--- src/slpw_pkg.sv ---
/*
  Constants, types and register map of the sleep-state, wake and power LED block.
  Assumes a single 250 MHz clock and an APB master with 32-bit data.
*/
// Functional notes
// - S1 stops CPU, devices stay powered, wake returns S0
// - S4 unpowers all but standby wake logic
// - S5 unpowers all but standby wake logic, wakes only enabled sources
// - G3 without standby: nothing powered, no wake
// - Power switch wakes S1/S4/S5, RTC S1/S4
// - Keyboard, mouse, USB wake from S1 only
// - LAN wakes S1/S4, S5 when enabled
// - Card wake request S1/S4, S5 when enabled
// - Single LED on only in S0
// - Dual LED: green S0, yellow S1, else off
// - Message waiting blinks the lit colour
package slpw_pkg;

  // Clock and blink timing.
  localparam int CLK_PERIOD_NS = 4;
  localparam int BLINK_HALF_NS = 500_000_000;
  localparam int BLINK_HALF_CYC = BLINK_HALF_NS / CLK_PERIOD_NS;
  localparam int BLINK_CNT_W = 27;

  // Register byte offsets.
  localparam int ADDR_W = 12;
  localparam logic [11:0] CTRL_OFF = 12'h000;
  localparam logic [11:0] STATUS_OFF = 12'h004;
  localparam logic [11:0] WAKE_STAT_OFF = 12'h008;
  localparam logic [11:0] WAKE_MASK_OFF = 12'h00C;

  // Control register field positions.
  localparam int CTRL_TGT_LSB = 0;
  localparam int CTRL_ENTER_BIT = 2;
  localparam int CTRL_DUAL_BIT = 3;
  localparam int CTRL_MSG_BIT = 4;
  localparam int CTRL_LAN_S5_BIT = 5;
  localparam int CTRL_CARD_S5_BIT = 6;

  // Status register field positions.
  localparam int STATUS_STATE_LSB = 0;
  localparam int STATUS_CPU_BIT = 3;
  localparam int STATUS_DEV_BIT = 4;
  localparam int STATUS_STBY_BIT = 5;

  // Sleep targets written to the control register.
  localparam logic [1:0] TGT_S1 = 2'h1;
  localparam logic [1:0] TGT_S4 = 2'h2;
  localparam logic [1:0] TGT_S5 = 2'h3;

  // Wake sources and the sets allowed per state.
  localparam int WAKE_N = 6;
  localparam int WAKE_LAN_BIT = 4;
  localparam int WAKE_CARD_BIT = 5;
  localparam logic [5:0] WAKE_ALLOW_S1 = 6'h3F;
  localparam logic [5:0] WAKE_ALLOW_S4 = 6'h33;
  localparam logic [5:0] WAKE_ALLOW_S5 = 6'h01;

  // Reset values.
  localparam logic [5:0] WAKE_MASK_RST = 6'h00;
  localparam logic [31:0] PRDATA_RST = 32'h0000_0000;

  typedef enum logic [2:0] {ST_G3, ST_S0, ST_S1, ST_S4, ST_S5} slpw_state_t;

  typedef struct packed {
    logic card_wake_request;
    logic lan;
    logic usb;
    logic kbd_mouse;
    logic rtc_alarm;
    logic power_switch;
  } slpw_wake_t;

  typedef struct packed {
    logic cpu_run;
    logic dev_pwr_en;
    logic wake_logic_en;
  } slpw_pwr_t;

  typedef struct packed {
    logic yellow;
    logic green;
  } slpw_led_t;

endpackage : slpw_pkg

--- src/slpw_top.sv ---
/*
  Sleep-state sequencer with wake qualification, power LED driver and APB registers.
  Assumes wake inputs and standby_ok are synchronous to pclk and that pclk runs
  from the standby domain whenever standby power is present.
*/
`timescale 1ns/1ps

module slpw_top #(
  parameter int BLINK_HALF = slpw_pkg::BLINK_HALF_CYC
) (
  input wire logic pclk,
  input wire logic presetn,
  input wire logic psel,
  input wire logic penable,
  input wire logic pwrite,
  input wire logic [slpw_pkg::ADDR_W-1:0] paddr,
  input wire logic [31:0] pwdata,
  output logic [31:0] prdata,
  output logic pready,
  output logic pslverr,
  input wire logic standby_ok,
  input wire slpw_pkg::slpw_wake_t wake_src,
  output slpw_pkg::slpw_pwr_t pwr,
  output slpw_pkg::slpw_led_t led,
  output logic irq
);

  ////////////////////////////////////////////////////////////////////////////
  // Declarations.

  slpw_pkg::slpw_state_t state_reg;
  slpw_pkg::slpw_state_t state_next;
  slpw_pkg::slpw_pwr_t pwr_reg;
  slpw_pkg::slpw_led_t led_reg;
  logic [1:0] target_reg;
  logic dual_led_reg;
  logic message_waiting_source_reg;
  logic lan_s5_en_reg;
  logic card_s5_en_reg;
  logic [5:0] wake_stat_reg;
  logic [5:0] wake_mask_reg;
  logic [31:0] prdata_reg;
  logic [slpw_pkg::BLINK_CNT_W-1:0] blink_cnt_reg;
  logic blink_phase_reg;
  logic [5:0] allow;
  logic [5:0] accepted;
  logic wake_hit;
  logic apb_wr;
  logic addr_hit;
  logic wr_ctrl;
  logic wr_stat;
  logic wr_mask;
  logic enter;
  logic lit;
  logic [31:0] rd_data;

  ////////////////////////////////////////////////////////////////////////////
  // APB decode. The slave answers with no wait state.

  // Writes land in the access phase; unmapped offsets answer with an error.
  assign pready = 1'b1;
  assign apb_wr = psel && penable && pwrite;
  assign addr_hit = (paddr == slpw_pkg::CTRL_OFF) || (paddr == slpw_pkg::STATUS_OFF) ||
                    (paddr == slpw_pkg::WAKE_STAT_OFF) || (paddr == slpw_pkg::WAKE_MASK_OFF);
  assign pslverr = psel && penable && !addr_hit;
  assign wr_ctrl = apb_wr && (paddr == slpw_pkg::CTRL_OFF);
  assign wr_stat = apb_wr && (paddr == slpw_pkg::WAKE_STAT_OFF);
  assign wr_mask = apb_wr && (paddr == slpw_pkg::WAKE_MASK_OFF);
  assign enter = wr_ctrl && pwdata[slpw_pkg::CTRL_ENTER_BIT];
  assign prdata = prdata_reg;

  // Read data mux; reserved bits read as zero.
  always_comb begin
    rd_data = '0;
    case (paddr)
      slpw_pkg::CTRL_OFF: begin
        rd_data[slpw_pkg::CTRL_TGT_LSB +: 2] = target_reg;
        rd_data[slpw_pkg::CTRL_DUAL_BIT] = dual_led_reg;
        rd_data[slpw_pkg::CTRL_MSG_BIT] = message_waiting_source_reg;
        rd_data[slpw_pkg::CTRL_LAN_S5_BIT] = lan_s5_en_reg;
        rd_data[slpw_pkg::CTRL_CARD_S5_BIT] = card_s5_en_reg;
      end
      slpw_pkg::STATUS_OFF: begin
        rd_data[slpw_pkg::STATUS_STATE_LSB +: 3] = state_reg;
        rd_data[slpw_pkg::STATUS_CPU_BIT] = pwr_reg.cpu_run;
        rd_data[slpw_pkg::STATUS_DEV_BIT] = pwr_reg.dev_pwr_en;
        rd_data[slpw_pkg::STATUS_STBY_BIT] = standby_ok;
      end
      slpw_pkg::WAKE_STAT_OFF: rd_data[5:0] = wake_stat_reg;
      slpw_pkg::WAKE_MASK_OFF: rd_data[5:0] = wake_mask_reg;
      default: rd_data = '0;
    endcase
  end

  // Read data is captured in the setup phase and held through the access phase.
  always_ff @(posedge pclk or negedge presetn) begin
    if (!presetn) begin
      prdata_reg <= slpw_pkg::PRDATA_RST;
    end else if (psel && !penable && !pwrite) begin
      prdata_reg <= rd_data;
    end
  end

  // Control register; the enter bit is an action and is not stored.
  always_ff @(posedge pclk or negedge presetn) begin
    if (!presetn) begin
      target_reg <= 2'h0;
      dual_led_reg <= 1'b0;
      message_waiting_source_reg <= 1'b0;
      lan_s5_en_reg <= 1'b0;
      card_s5_en_reg <= 1'b0;
    end else if (wr_ctrl) begin
      target_reg <= pwdata[slpw_pkg::CTRL_TGT_LSB +: 2];
      dual_led_reg <= pwdata[slpw_pkg::CTRL_DUAL_BIT];
      message_waiting_source_reg <= pwdata[slpw_pkg::CTRL_MSG_BIT];
      lan_s5_en_reg <= pwdata[slpw_pkg::CTRL_LAN_S5_BIT];
      card_s5_en_reg <= pwdata[slpw_pkg::CTRL_CARD_S5_BIT];
    end
  end

  // Interrupt mask register.
  always_ff @(posedge pclk or negedge presetn) begin
    if (!presetn) begin
      wake_mask_reg <= slpw_pkg::WAKE_MASK_RST;
    end else if (wr_mask) begin
      wake_mask_reg <= pwdata[5:0];
    end
  end

  ////////////////////////////////////////////////////////////////////////////
  // Wake qualification.

  // Sources allowed per state; S5 adds LAN and card only when enabled.
  always_comb begin
    allow = '0;
    case (state_reg)
      slpw_pkg::ST_S1: allow = slpw_pkg::WAKE_ALLOW_S1;
      slpw_pkg::ST_S4: allow = slpw_pkg::WAKE_ALLOW_S4;
      slpw_pkg::ST_S5: begin
        allow = slpw_pkg::WAKE_ALLOW_S5;
        allow[slpw_pkg::WAKE_LAN_BIT] = lan_s5_en_reg;
        allow[slpw_pkg::WAKE_CARD_BIT] = card_s5_en_reg;
      end
      default: allow = '0;
    endcase
  end

  // Without standby power nothing is accepted.
  assign accepted = standby_ok ? (wake_src & allow) : '0;
  assign wake_hit = |accepted;

  // Sticky wake flags; a new event wins over a write-one-to-clear.
  for (genvar gi = 0; gi < slpw_pkg::WAKE_N; gi++) begin : g_stat
    always_ff @(posedge pclk or negedge presetn) begin
      if (!presetn) begin
        wake_stat_reg[gi] <= 1'b0;
      end else if (accepted[gi]) begin
        wake_stat_reg[gi] <= 1'b1;
      end else if (wr_stat && pwdata[gi]) begin
        wake_stat_reg[gi] <= 1'b0;
      end
    end
  end

  // Level interrupt while any unmasked flag is set.
  assign irq = |(wake_stat_reg & wake_mask_reg);

  ////////////////////////////////////////////////////////////////////////////
  // Sleep-state sequencer.

  // Loss of standby forces G3; software enters sleep only from S0.
  always_comb begin
    state_next = state_reg;
    if (!standby_ok) begin
      state_next = slpw_pkg::ST_G3;
    end else begin
      case (state_reg)
        slpw_pkg::ST_G3: state_next = slpw_pkg::ST_S5;
        slpw_pkg::ST_S0: begin
          if (enter) begin
            case (pwdata[slpw_pkg::CTRL_TGT_LSB +: 2])
              slpw_pkg::TGT_S1: state_next = slpw_pkg::ST_S1;
              slpw_pkg::TGT_S4: state_next = slpw_pkg::ST_S4;
              slpw_pkg::TGT_S5: state_next = slpw_pkg::ST_S5;
              default: state_next = slpw_pkg::ST_S0;
            endcase
          end
        end
        slpw_pkg::ST_S1, slpw_pkg::ST_S4, slpw_pkg::ST_S5: begin
          if (wake_hit) begin
            state_next = slpw_pkg::ST_S0;
          end
        end
        default: state_next = slpw_pkg::ST_G3;
      endcase
    end
  end

  // State register.
  always_ff @(posedge pclk or negedge presetn) begin
    if (!presetn) begin
      state_reg <= slpw_pkg::ST_G3;
    end else begin
      state_reg <= state_next;
    end
  end

  // Rail and processor controls follow the state being entered.
  always_ff @(posedge pclk or negedge presetn) begin
    if (!presetn) begin
      pwr_reg <= '0;
    end else begin
      pwr_reg.cpu_run <= (state_next == slpw_pkg::ST_S0);
      pwr_reg.dev_pwr_en <= (state_next == slpw_pkg::ST_S0) ||
                            (state_next == slpw_pkg::ST_S1);
      pwr_reg.wake_logic_en <= (state_next != slpw_pkg::ST_G3);
    end
  end

  assign pwr = pwr_reg;

  ////////////////////////////////////////////////////////////////////////////
  // Power LED.

  // Half-period divider for the message-waiting blink.
  always_ff @(posedge pclk or negedge presetn) begin
    if (!presetn) begin
      blink_cnt_reg <= '0;
      blink_phase_reg <= 1'b0;
    end else if (blink_cnt_reg == slpw_pkg::BLINK_CNT_W'(BLINK_HALF - 1)) begin
      blink_cnt_reg <= '0;
      blink_phase_reg <= !blink_phase_reg;
    end else begin
      blink_cnt_reg <= blink_cnt_reg + 1'b1;
    end
  end

  // A waiting message turns the steady colour into a blink.
  assign lit = message_waiting_source_reg ? blink_phase_reg : 1'b1;

  // Green doubles as the single-colour drive; yellow is used only in dual mode.
  always_ff @(posedge pclk or negedge presetn) begin
    if (!presetn) begin
      led_reg <= '0;
    end else begin
      led_reg.green <= (state_reg == slpw_pkg::ST_S0) && lit;
      led_reg.yellow <= dual_led_reg && (state_reg == slpw_pkg::ST_S1) && lit;
    end
  end

  assign led = led_reg;
endmodule : slpw_top

--- config.mk ---
export PLATFORM = sky130hd
export DESIGN_NAME = slpw_top
export DESIGN_NICKNAME = d
export VERILOG_FILES = /design/src/slpw_pkg.sv /design/src/slpw_top.sv
export SDC_FILE = /design/constraint.sdc
export NUM_CORES = 1
export LEC_CHECK = 0
export ABC_AREA = 1
export BUFFER_PORTS_ARGS = -buffer_cell sky130_fd_sc_hd__buf_2
export CELL_PAD_IN_SITES_DETAIL_PLACEMENT = 0
export CELL_PAD_IN_SITES_GLOBAL_PLACEMENT = 2
export CORE_MARGIN = 5
export CORE_UTILIZATION = 30
export DETAILED_ROUTE_END_ITERATION = 7
export PLACE_DENSITY = 0.88
export SLEW_MARGIN = 40
export SYNTH_ARGS = -nofsm -noshare
export SYNTH_HDL_FRONTEND = slang
export SYNTH_SLANG_ARGS = --single-unit
--- constraint.sdc ---
create_clock -name pclk -period 2 [get_ports pclk]
set_clock_uncertainty 0.15 [all_clocks]
set_input_delay 0.3 -clock pclk [delete_from_list [all_inputs] [get_ports pclk]]
set_output_delay 0.3 -clock pclk [all_outputs]
set_load 0.1 [all_outputs]
* Yosys cells after proc, flatten, opt, wreduce, memory -nomap -nowiden *
Index checks and enable logic that the tools add are counted.

storage, ports and cells
  flip-flop bits (word level) = 61
  output and inout bits = 40

operators by class
  add/sub/neg operators = 1
  eq/ne operators = 13
  multiplexer cells = 25
  bitwise logic cells = 2
  reductions and logical operators = 38

operators with widths
  cell                                                                     count
  27-bit by 1-bit adder with 27-bit output (second input constant)         1
  27-bit equality test (second input constant)                             1
  27-bit 2-to-1 mux                                                        1
  12-bit by 4-bit equality test with 1-bit output (second input constant)  2
  1-bit logical AND                                                        18
  3-bit case mux with 3 select lines                                       2
  6-bit case mux with 3 select lines                                       1
  1-bit 2-to-1 mux                                                         14
  6-bit bitwise AND                                                        2
  12-bit by 3-bit equality test with 1-bit output (second input constant)  1
  12-bit zero test                                                         1
  3-bit case mux with 4 select lines                                       1
  2-bit nonzero test                                                       6
  6-bit OR reduction                                                       2
  3-bit by 2-bit equality test with 1-bit output (second input constant)   3
  3-bit 2-to-1 mux                                                         3
  2-bit case mux with 4 select lines                                       1
  3-bit by 1-bit equality test with 1-bit output (second input constant)   2
  6-bit 2-to-1 mux                                                         1
  2-bit equality test (second input constant)                              2
  1-bit zero test                                                          4
  1-bit logical OR                                                         4
  3-bit equality test (second input constant)                              1
  3-bit zero test                                                          1
  other kinds (4)                                                          4

* Depth between registers and ports, before layout *
  depth in word-level cells = 10
  gate-level depth with buffers = 13

* Worst setup path before layout *
Ideal clock, no wire load.

  kind = input -> output
  from = input paddr[7] in the netlist's numbering
  to = output pslverr
  data arrival time = 2.248 ns
  path slack = -0.698 ns
  stages on the path = 4
  buffers on the path = 0
  path through = nor2_1 > nand2_1 > inv_1 > a31oi_1

on the way
  longest elaborated chain between the ends = 6
  elaborated cells between the ends (all ways) = 9

ends and longest elaborated chain
  what                                                                                 RTL line        text
  start: declaration                                                                   slpw_top.sv:16  input wire logic [slpw_pkg::ADDR_W-1:0] paddr,
  12-bit by 3-bit equality test with 1-bit output or 12-bit zero test (tied branches)  slpw_top.sv:63  assign addr_hit = (paddr == slpw_pkg::CTRL_OFF) || (paddr == slpw_pkg::STATUS_OFF) ||
  1-bit logical OR (2 in series)                                                       slpw_top.sv:63
  1-bit logical OR *                                                                   slpw_top.sv:64  (paddr == slpw_pkg::WAKE_STAT_OFF) || (paddr == slpw_pkg::WAKE_MASK_OFF);
  1-bit zero test *                                                                    slpw_top.sv:65  assign pslverr = psel && penable && !addr_hit;
  1-bit logical AND *                                                                  slpw_top.sv:65
  end: declaration                                                                     slpw_top.sv:20  output logic pslverr,

Mark *: on every way between the ends. The rest lies on a longest branch, timed or not.

* Worst setup path in the final report *
  from = register wake_stat_reg[0]
  to = output irq

on the way
  longest elaborated chain between the ends = 2

ends and longest elaborated chain
  what                              RTL line         text
  start: declaration                slpw_top.sv:40   logic [5:0] wake_stat_reg;
  start signal: indexed assignment  slpw_top.sv:156  wake_stat_reg[gi] <= 1'b0;
  start signal: indexed assignment  slpw_top.sv:158  wake_stat_reg[gi] <= 1'b1;
  start signal: indexed assignment  slpw_top.sv:160  wake_stat_reg[gi] <= 1'b0;
  6-bit bitwise AND                 slpw_top.sv:166  assign irq = |(wake_stat_reg & wake_mask_reg);
  6-bit OR reduction                slpw_top.sv:166
  end: declaration                  slpw_top.sv:25   output logic irq

Every way passes these cells.

==> summary.md <==
| Metric | Value |
|---|---|
| Worst Hold Slack | `0.106 ns` |
| Nets | `596` |
| Sequential area share after synthesis | `0.420` |
| Hold Path Origin | `wake_src[4]` |
| IO buf count | `44` |
| Area growth from synthesis to layout | `20.2%` |
| Chip Height | `120 um` |
| Synth area leader | `dfrtp_1` |
| Leakage | `2.16 nW` |
| Critical path arrival | `1.45 ns` |
| Fin crit period | `1.90 ns` |
| Required time worst endpoint | `1.55 ns` |
| Reg2reg start | `blink_cnt_reg[1]` |
| Max VDD drop | `405 uV` |
| Yosys top cell area share | `0.420` |
| Post-synthesis cell count | `470` |
| Average cell area after synthesis | `7.73 sq um` |
| DRT Pass-1 Iters | `4` |
| Final setup violation count | `0` |
| Peak Freq | `526 MHz` |
| Total Routing Usage GR | `0.133` |
| Hold Path Class | `input pin to flop` |
| Status | `complete, no violations` |
| Fill cells | `1251` |
| Worst Setup EP | `irq` |
| Crit Reg-Reg Endpoint | `blink_cnt_reg[18]` |
| Core area | `12000 sq um` |
| DR top layer | `met4` |
| Postcts setup bufs | `0` |
| Largest cells by area after synthesis | `dfrtp_1 42%, nand2_1 10%, inv_1 6.9%, buf_4 5.4%, nor2_1 5.1%` |
| Origin of the worst setup path | `wake_stat_reg[0]` |
| Initial antenna violation count | `0` |
| Met1 WL | `4550 um` |
| Post-synth ARST share | `1.00` |
| First-pass GRT wire length | `15200 um` |
| Max FFs per register | `27` |
| Ys flop type | `dfrtp_1` |
| Nature of the critical path endpoint | `output port` |
| Met3 WL | `500 um` |
| Routed wl met2 | `3790 um` |
| Cell area power density | `721 nW/um^2` |
| Via density | `4.62` |
| CTS Sinks | `61` |
| Synth cell count leaders | `99 x nand2_1, 67 x inv_1, 61 x dfrtp_1` |
| Largest net degree at the start of global routing | `62` |
| MaxCap Viol Count | `0` |
| Antenna-violating nets left | `0` |
| Fin area | `4360 sq um` |
| Share of layout cells above drive strength 1 | `0.180` |
| CP Class | `flop to output port` |
| TritonCTS Buffers | `9` |
| CTS root buffer | `clkbuf_16` |
| Full die area | `14400 sq um` |
| Final WL | `8970 um` |
| Count of final hold-check violations | `0` |
| Synth cell types | `37` |
| Number of synthesized flops with an enable pin | `0` |
| Vias | `3170` |
| CP Max Fanout | `2` |
| Grt ovf | `0` |
| Clk_lat worst skew | `0.32 ns` |
| Reg2reg setup slack | `0.14 ns` |
| Initial Util | `0.304` |
| Syn. warnings | `0` |
| Final critical-path share of the clock period | `0.951` |
| Gpl congestion | `0.860` |
| Depth of the most critical reg-to-reg path | `10` |
| FF+latch count, synth | `61` |
| WL/cell | `13.1 um` |
| Fin. max-slew vios | `0` |
| Die width | `120 um` |
| Vias in the first global route | `3111` |
| Row Count | `40` |
| H-tree lvl count | `3` |
| Number of remaining DRC errors | `0` |
| Worst Setup Start Kind | `flop` |
| Placed instance area | `4070 sq um` |
| Starting DRT DRC Count | `150` |
| ANT cells | `0` |
| TritonCTS clock tree | `yes` |
| Most frequent cell after synthesis | `nand2_1` |
| Deepest clock path buffer count | `2` |
| Post-Syn Area | `3630 sq um` |
| CTS clk-pin slew, worst paths | `0.05 ns` |
| I/O pin count | `96` |
| Detailed Place HPWL | `7180 um` |
==> routing by layer <==
metal,up-vias,track usage
li1,1605,-
met1,1486,0.186
met2,72,0.197
met3,7,0.0353
met4,0,0.0472
met5,-,0
==> stage by stage <==
stage | util | TNS [ns] | total power [mW] | setup WS (ns) | std cells
floorplan | - | -0.321 | 1.63 | -0.287 | 494
global placement | 0.340 | 0 | 1.69 | 0.120 | 671
detailed placement | 0.340 | 0 | 1.69 | 0.0912 | 671
CTS | 0.364 | 0 | 3.18 | 0.0380 | 686
global route | 0.365 | -0.00986 | 3.28 | -0.00986 | 686
finish | 0.365 | 0 | 3.15 | 0.0978 | 686
==> kinds of logic (layout without fill, tap and decap cells) <==
group / Yosys count / count (layout) / share of synthesized area
XOR/XNOR: 15 / 15 / 0.0362
adder cells (fa/ha/maj): 4 / 4 / 0.0138
flip-flops: 61 / 61 / 0.420
buffers and inverters: 99 / 144 / 0.131
AND/OR/NAND/NOR: 233 / 233 / 0.312
other: 2 / 26 / 0.00207
AO/OA/AOI/OAI: 56 / 56 / 0.0844
==> worst min-delay path by stage <==
| stage | endpoint | slack (ns) | cells past startpoint |
|---|---|---|---|
| after global routing | wake_mask_reg[5] | 0.12 | 3 |
| after floorplan | blink_cnt_reg[0] | -0.15 | 0 |
| after global placement | wake_stat_reg[4] | 0.18 | 2 |
| after detailed placement | wake_stat_reg[4] | 0.19 | 2 |
| final | wake_stat_reg[4] | 0.11 | 3 |
| after CTS | wake_stat_reg[5] | 0.10 | 3 |
==> area by class of cell <==
| class | instances | area (sq um) | area share |
|---|---|---|---|
| clock buffer | 12 | 246 | 0.0565 |
| clock inverter | 2 | 35.0 | 0.00803 |
| inverter | 68 | 255 | 0.0585 |
| multi-input combinational | 334 | 1730 | 0.396 |
| sequential | 61 | 1530 | 0.350 |
| tap | 147 | 184 | 0.0421 |
| timing repair buffer | 62 | 388 | 0.0889 |
==> power by group <==
| group | switching, mW | total (mW) | internal [mW] |
|---|---|---|---|
| sequential | 0.00907 | 1.26 | 1.25 |
| clock | 0.493 | 1.47 | 0.980 |
| combinational | 0.355 | 0.415 | 0.0604 |
| total | 0.857 | 3.15 | 2.29 |
==> worst max-delay path: stages, from the launching register on <==
cell	delay, ns
dfrtp_1	0.38
inv_1	0.08
o22ai_1	0.08
a221oi_1	0.21
o211ai_1	0.13
buf_4	0.25
==> cells in the final DEF, fill, tap and decap left out, types with 8 or more instances in the layout <==
master     Yosys  final
a21oi_1        8      8
buf_2          5     42
buf_4         26     17
clkbuf_16      0      9
conb_1         2     26
dfrtp_1       61     61
inv_1         67     67
nand2_1       99     99
nand3_1       20     20
nand4_1       21     21
nor2_1        49     49
nor3_1        15     15
o21ai_0       36     36
xor2_1        10     10
==> what timing repair did <==
item,in CTS,in global routing
endpoints found under the hold margin,61,0
hold buffers,1,0
setup endpoints to repair,0,2
resized for setup,0,3
Note: power is estimated with default switching activity, not from simulation.
